[src/rtl/mpb_pkg.sv]
// Function
// Fixed priority first, second, alternate last two.
// Fast module serves one statically selected port.
// Later request waits until module is free.
// Drive select lines, request cycle, read/write function.
// Free module acknowledges within window; otherwise wait.
// Capture bus data on read restart.
// Module finishes its cycle without holding processor.
// Write data goes with request; acknowledge releases.
// Read plus write selects read-pause-write.
// Pause: send result with write restart, then release.
// Bus released once data taken or delivered.
// Split address into module and word fields.
// Four top bits plus one chosen low bit.
// Each port answers its own select values.
// All-zero high bits assert fast block signal.
// Fifth select line chooses interleave block size.
// Interleaved word location uses one select bit.
// Protection overlap flags error, suppresses cycle.
// Upper nine bits ORed with relocation.
// Core cycle 2 us, fast cycle 0.4 us.
// First sixteen locations double as accumulators.
// Core read data ready 0.8 us after start.
// Write-only keeps buffer through internal read.
// Pause delays internal write until restart.
// Hold request lines stable until acknowledge.
// Protection error sticky until acknowledged.
package mpb_pkg;
  localparam int ADDR_W = 18;
  localparam int WORD_W = 36;
  localparam int SEL_W = 5;
  localparam int WADDR_W = 14;
  localparam int PROT_W = 9;
  localparam int FIFTH_W = 4;
  localparam int HI_SEL_LSB = 14;
  localparam int FAST_ADDR_LSB = 4;
  localparam int CLK_NS = 4;
  localparam int ACK_NS = 400;
  localparam int ACK_CYC = ACK_NS / CLK_NS;
  localparam int CNT_W = 7;

  typedef enum logic [2:0] {
    MPB_IDLE,
    MPB_REQ,
    MPB_RDW,
    MPB_PAUSE,
    MPB_WRR
  } mpb_st_e;
endpackage : mpb_pkg

[src/rtl/mpb_addr_map.sv]
`timescale 1ns/1ps
module mpb_addr_map
  import mpb_pkg::*;
(
  // Requested address and protection settings
  input wire logic [mpb_pkg::ADDR_W-1:0] addr_i,
  input wire logic prot_en_i,
  input wire logic [mpb_pkg::PROT_W-1:0] prot_i,
  input wire logic [mpb_pkg::PROT_W-1:0] reloc_i,
  input wire logic [mpb_pkg::FIFTH_W-1:0] fifth_i,
  // Bus fields
  output logic [mpb_pkg::SEL_W-1:0] sel_o,
  output logic [mpb_pkg::WADDR_W-1:0] waddr_o,
  output logic fast_o,
  output logic viol_o
);
  logic [ADDR_W-1:0] phys;
  logic fifth_bit;

  always_comb
  begin
    viol_o = prot_en_i && ((addr_i[ADDR_W-1:PROT_W] & prot_i) != '0);
    phys = addr_i;
    if (prot_en_i)
    begin
      phys = {addr_i[ADDR_W-1:PROT_W] | reloc_i, addr_i[PROT_W-1:0]};
    end
    // An out-of-range choice falls back to bit zero rather than an undefined select.
    fifth_bit = (int'(fifth_i) < WADDR_W) ? phys[fifth_i] : phys[0];
    sel_o = {phys[ADDR_W-1:HI_SEL_LSB], fifth_bit};
    waddr_o = phys[WADDR_W-1:0];
    fast_o = (phys[ADDR_W-1:FAST_ADDR_LSB] == '0);
  end
endmodule : mpb_addr_map

[src/rtl/mpb_host.sv]
`timescale 1ns/1ps
module mpb_host
  import mpb_pkg::*;
(
  // Clock, reset, enable
  input wire logic clk_i,
  input wire logic rst_i,
  input wire logic ce_i,
  // User request side
  input wire logic req_i,
  input wire logic rd_i,
  input wire logic wr_i,
  input wire logic [mpb_pkg::ADDR_W-1:0] addr_i,
  input wire logic [mpb_pkg::WORD_W-1:0] wdata_i,
  input wire logic wr_restart_i,
  output logic busy_o,
  output logic pause_o,
  output logic done_o,
  output logic slow_o,
  output logic [mpb_pkg::WORD_W-1:0] rdata_o,
  // Protection and address selection
  input wire logic prot_en_i,
  input wire logic [mpb_pkg::PROT_W-1:0] prot_i,
  input wire logic [mpb_pkg::PROT_W-1:0] reloc_i,
  input wire logic [mpb_pkg::FIFTH_W-1:0] fifth_i,
  input wire logic err_ack_i,
  output logic err_o,
  // Memory bus
  output logic mem_rq_o,
  output logic mem_rd_o,
  output logic mem_wr_o,
  output logic mem_fast_o,
  output logic [mpb_pkg::SEL_W-1:0] mem_sel_o,
  output logic [mpb_pkg::WADDR_W-1:0] mem_addr_o,
  output logic [mpb_pkg::WORD_W-1:0] mem_data_o,
  output logic mem_data_oe_o,
  output logic mem_wr_restart_o,
  input wire logic mem_ack_i,
  input wire logic mem_rd_restart_i,
  input wire logic [mpb_pkg::WORD_W-1:0] mem_data_i
);
  import mpb_pkg::*;

  typedef struct packed {
    mpb_st_e st;
    logic [SEL_W-1:0] sel;
    logic [WADDR_W-1:0] waddr;
    logic rd;
    logic wr;
    logic fast;
    logic [WORD_W-1:0] wd;
    logic [WORD_W-1:0] rdd;
    logic done;
    logic err;
    logic slow;
    logic [CNT_W-1:0] wcnt;
  } mpb_state_s;

  mpb_state_s s_r;
  mpb_state_s s_nxt;
  logic [SEL_W-1:0] map_sel;
  logic [WADDR_W-1:0] map_waddr;
  logic map_fast;
  logic map_viol;

  mpb_addr_map u_map (
    .addr_i(addr_i),
    .prot_en_i(prot_en_i),
    .prot_i(prot_i),
    .reloc_i(reloc_i),
    .fifth_i(fifth_i),
    .sel_o(map_sel),
    .waddr_o(map_waddr),
    .fast_o(map_fast),
    .viol_o(map_viol)
  );

  always_comb
  begin
    s_nxt = s_r;
    s_nxt.done = 1'b0;
    if (err_ack_i)
    begin
      s_nxt.err = 1'b0;
    end
    case (s_r.st)
      MPB_IDLE:
      begin
        if (req_i && (rd_i || wr_i))
        begin
          if (map_viol)
          begin
            s_nxt.err = 1'b1;
          end
          else
          begin
            s_nxt.st = MPB_REQ;
            s_nxt.sel = map_sel;
            s_nxt.waddr = map_waddr;
            s_nxt.fast = map_fast;
            s_nxt.rd = rd_i;
            s_nxt.wr = wr_i;
            s_nxt.wd = wdata_i;
            s_nxt.wcnt = '0;
            s_nxt.slow = 1'b0;
          end
        end
      end
      MPB_REQ:
      begin
        // A busy module simply delays its acknowledge; the port keeps waiting.
        if (mem_ack_i)
        begin
          s_nxt.st = s_r.rd ? MPB_RDW : MPB_IDLE;
          s_nxt.done = !s_r.rd;
        end
        else if (s_r.wcnt == CNT_W'(ACK_CYC))
        begin
          s_nxt.slow = 1'b1;
        end
        else
        begin
          s_nxt.wcnt = s_r.wcnt + 1'b1;
        end
      end
      MPB_RDW:
      begin
        if (mem_rd_restart_i)
        begin
          s_nxt.rdd = mem_data_i;
          s_nxt.st = s_r.wr ? MPB_PAUSE : MPB_IDLE;
          s_nxt.done = !s_r.wr;
        end
      end
      MPB_PAUSE:
      begin
        if (wr_restart_i)
        begin
          s_nxt.wd = wdata_i;
          s_nxt.st = MPB_WRR;
        end
      end
      MPB_WRR:
      begin
        s_nxt.st = MPB_IDLE;
        s_nxt.done = 1'b1;
      end
      default:
      begin
        s_nxt.st = MPB_IDLE;
      end
    endcase
  end

  always_ff @(posedge clk_i)
  begin
    if (rst_i)
    begin
      s_r <= '{st: MPB_IDLE, default: '0};
    end
    else if (ce_i)
    begin
      s_r <= s_nxt;
    end
  end

  // Lines are driven from held registers so they stay put until acknowledge.
  assign mem_rq_o = (s_r.st == MPB_REQ);
  assign mem_rd_o = mem_rq_o && s_r.rd;
  assign mem_wr_o = mem_rq_o && s_r.wr;
  assign mem_fast_o = mem_rq_o && s_r.fast;
  assign mem_sel_o = s_r.sel;
  assign mem_addr_o = s_r.waddr;
  assign mem_data_o = s_r.wd;
  assign mem_data_oe_o = (mem_rq_o && s_r.wr && !s_r.rd) || (s_r.st == MPB_WRR);
  assign mem_wr_restart_o = (s_r.st == MPB_WRR);
  assign busy_o = (s_r.st != MPB_IDLE);
  assign pause_o = (s_r.st == MPB_PAUSE);
  assign done_o = s_r.done;
  assign slow_o = s_r.slow;
  assign rdata_o = s_r.rdd;
  assign err_o = s_r.err;
endmodule : mpb_host

[config.mk]
export PLATFORM = sky130hd
export DESIGN_NAME = mpb_host
export DESIGN_NICKNAME = d
export VERILOG_FILES = /design/src/rtl/mpb_pkg.sv /design/src/rtl/mpb_addr_map.sv /design/src/rtl/mpb_host.sv
export SDC_FILE = /design/constraint.sdc
export NUM_CORES = 1
export LEC_CHECK = 0
export BUFFER_PORTS_ARGS = -buffer_cell sky130_fd_sc_hd__buf_2
export CAP_MARGIN = 40
export CELL_PAD_IN_SITES_DETAIL_PLACEMENT = 0
export CELL_PAD_IN_SITES_GLOBAL_PLACEMENT = 2
export CORE_MARGIN = 2
export CORE_UTILIZATION = 29
export CTS_BUF_LIST = sky130_fd_sc_hd__clkbuf_16
export DETAILED_ROUTE_END_ITERATION = 6
export PLACE_DENSITY_LB_ADDON = 0.1
export SLEW_MARGIN = 20
export SYNTH_ARGS = -nofsm -noshare
export SYNTH_HDL_FRONTEND = slang
export SYNTH_SLANG_ARGS = --single-unit
[constraint.sdc]
create_clock -name clk_i -period 5.25 [get_ports clk_i]
set_clock_uncertainty 0.2 [all_clocks]
set_input_delay 0.2625 -clock clk_i [delete_from_list [all_inputs] [get_ports clk_i]]
set_output_delay 0.2625 -clock clk_i [all_outputs]
set_load 0.005 [all_outputs]
==> summary.txt <==
Final layout
  – Layout net count: 957
  – Share of layout cells above drive strength 1: 0.3082
  – Layout fillers: 1962
  – Post-layout util: 0.3863
  – Register area: 0.002142 mm^2
  – Area grow syn2layout: 31.56%
  – Area occupied by multi-input gates: 0.002402 mm^2
  – Diode count: 0

CTS
  – CTS tree: yes
  – Clk buf depth: 2
  – CTS Sinks: 107
  – Post-CTS Setup Bufs: 0
  – Clk root buf: clkbuf_16
  – H-Tree Depth: 3
  – Cts repair resizes: 0
  – Hold buffer count at CTS: 81
  – Clock insertion delay at the later pin of the skew report: 340 ps
  – Clock transition at path regs: 70 ps
  – CTS Buf Count: 9

Global route
  – Gr ovfl total: 0
  – Gr usage total: 0.1488
  – Global-route wire length before repair: 23890 um
  – Pin count of the biggest net entering global routing: 73
  – Initial antenna violation count: 0
  – Vias in the first global route: 4666

Worst hold path
  – Tightest Hold Check Type: in2reg
  – Worst Hold End: mem_data_o[0]$_SDFFE_PP0P_
  – Hold path depth: 3
  – Hold Startpoint: wdata_i[0]

Setup path
  – Worst endpoint required time: 5320 ps
  – Arr. time, crit path: 2730 ps
  – Crit. End Element: register
  – Worst setup path start: addr_i[11]
  – R2r startpoint: s_r[106]$_SDFFE_PP0P_
  – R2R setup slack: 2600 ps
  – Crit path max fanout: 17
  – Worst setup SP type: input port
  – Worst R2R Path Depth: 6
  – Worst reg2reg endpoint: mem_data_o[1]$_SDFFE_PP0P_
  – CP Class: in2reg

Timing
  – Setup TNS Final: 0 ps
  – # setup viols final: 0
  – Period utilization: 0.5068
  – Clock period minus worst slack: 2660 ps
  – Fmax: 0.3759 GHz
  – Final Hold Fails: 0
  – Worst slew pin tran: 776.0 ps
  – RSZ-0062 raised after global routing: false
  – Slew Limit Fails: 0
  – Slew headroom: 0.4827

Logic synthesis
  – Synthesized instance count: 639
  – Top cells by count, synth: 107 x dfxtp_1, 95 x buf_4, 81 x nand2_1, 74 x nand2b_1, 61 x a21oi_1
  – Post-synthesis register bit count: 107
  – Avg Cell Area, Syn: 8.537 um^2
  – Yosys cell types: 52
  – Post-synth top flop: dfxtp_1
  – Count leader, synth: dfxtp_1
  – Synthesized Nets: 764
  – Post-synth EDFFs: 0
  – Post-Syn Area: 0.005455 mm^2
  – Post-synth ARST share: 0
  – Yosys warning total: 0
  – Cell taking the most area after synthesis: dfxtp_1
  – Yosys top cell area share: 0.3927
  – Top post-synthesis cells by area: dfxtp_1 39%, buf_4 13%, mux2i_1 9.5%, nand2b_1 8.5%, a21oi_1 5.6%
  – Register area share after synthesis: 0.3927

Placement
  – Final GP Congestion: 0.7497
  – Dpl hpwl: 10770 um
  – Port bufs: 224

Floorplanning
  – Die width: 141.2 um
  – Core Rows: 50
  – IO Pins: 225
  – Die area: 0.01992 mm^2
  – Die height: 141.2 um
  – Initial Utilization: 0.2936
  – Core area: 0.01858 mm^2

Pwr
  – Clock power frac: 0.387
  – Total power: 1773 uW
  – Flop pwr share: 0.475
  – Comb power frac: 0.138
  – Internal: 1336 uW
  – Leakage: 0.003069 uW
  – Sw Ratio: 0.2465
  – Sw Pwr: 437.0 uW
  – Power Dens Cells: 247.1 mW/mm^2
  – Peak VDD IR: 0.1456 mV

Detailed routing
  – Drt first pass iters: 4
  – Post-route DRC: 0
  – Via density: 4.429
  – WL/cell: 13.85 um
  – Vias: 4743
  – Starting DRC count in detailed routing: 174
  – Routed WL: 14840 um
  – Detail Route Antenna Nets: 0

Job
  – Max Cap Viol: 0

Outcome
  – Outcome: finished, final reports clean
logic make-up (layout without fill, tap and decap cells):
group / count (synthesis) / in the layout / share of synthesized area
AO/OA/AOI/OAI: 104 / 104 / 0.1158
adder cells (fa/ha/maj): 2 / 2 / 0.004586
AND/OR/NAND/NOR: 232 / 232 / 0.2179
flip-flops: 107 / 107 / 0.3927
buffers and inverters: 139 / 337 / 0.1674
multiplexers: 55 / 55 / 0.1016
through the flow:
step	hold WS, ps	area [um^2]	std cells	setup WS (ps)
2_1_floorplan	198.5	5455	639	3170
3_3_place_gp	238.4	6032	972	1999
3_5_place_dp	244.3	6060	973	2178
4_1_cts	1.288	7162	1070	2350
5_1_grt	14.63	7177	1071	2263
6_report	11.68	7177	1071	2590
flip-flops by register name, indices dropped and copies added, names as in the netlist:
signal	flops
mem_data_o	36
rdata_o	36
mem_addr_o	14
s_r	13
mem_sel_o	5
done_o	1
err_o	1
slow_o	1
area by class of cell:
cell class / count / area share
inverter: 9 / 0.004707
tap: 234 / 0.04080
clock inverter: 7 / 0.009240
multi-input combinational: 393 / 0.3347
sequential: 107 / 0.2985
clock buffer: 9 / 0.03138
timing repair buffer: 312 / 0.2807
routing by layer:
layer	routed length, um	up-vias	track usage	part of all wire
li1	-	2446	-	-
met2	7011	119	0.2481	0.47
met3	792	13	0.02989	0.053
met4	202	0	0.04789	0.014
met1	6831	2165	0.1933	0.46
met5	0	-	0	0
power by group through the flow:
stage / Sequential [uW] / Combinational, uW / Clock (uW)
4_1_cts: 843 / 247 / 721
6_report: 842 / 244 / 687
3_5_place_dp: 862 / 199 / 0
3_3_place_gp: 861 / 195 / 0
5_1_grt: 845 / 271 / 752
2_1_floorplan: 858 / 131 / 0
how the worst max path moves through the flow:
stage                     cells past startpoint  slack (ps)                     endpoint
after global placement                        6        2000   mem_data_o[3]$_SDFFE_PP0P_
after detailed placement                      6        2180   mem_data_o[1]$_SDFFE_PP0P_
after global routing                          6        2260  mem_data_o[13]$_SDFFE_PP0P_
after CTS                                     7        2350   mem_addr_o[7]$_SDFFE_PP0P_
final                                         6        2590   mem_data_o[1]$_SDFFE_PP0P_
after floorplan                               8        3170          s_r[4]$_SDFFE_PP0P_
cell usage in the layout, fill, tap and decap left out, types with 3 or more instances in the layout:
cell / count
o21ai_0: 6
clkbuf_16: 9
mux2_2: 3
a22oi_1: 3
nand2_1: 81
nand3_1: 7
nor2_1: 34
a21oi_1: 61
buf_4: 6
nor4_1: 5
o31ai_1: 7
nand3b_1: 3
dfxtp_1: 107
a211oi_1: 11
inv_1: 10
nor3_1: 6
nand2b_1: 74
dlygate4sd3_1: 81
or4_1: 5
buf_2: 223
mux2i_1: 52
worst max-delay path, stage by stage:
cell	delay (ps)
buf_2	130
a222oi_1	700
a31oi_2	430
nor2_4	660
buf_4	330
mux2i_1	210
Note: power is estimated with default switching activity, not from simulation.
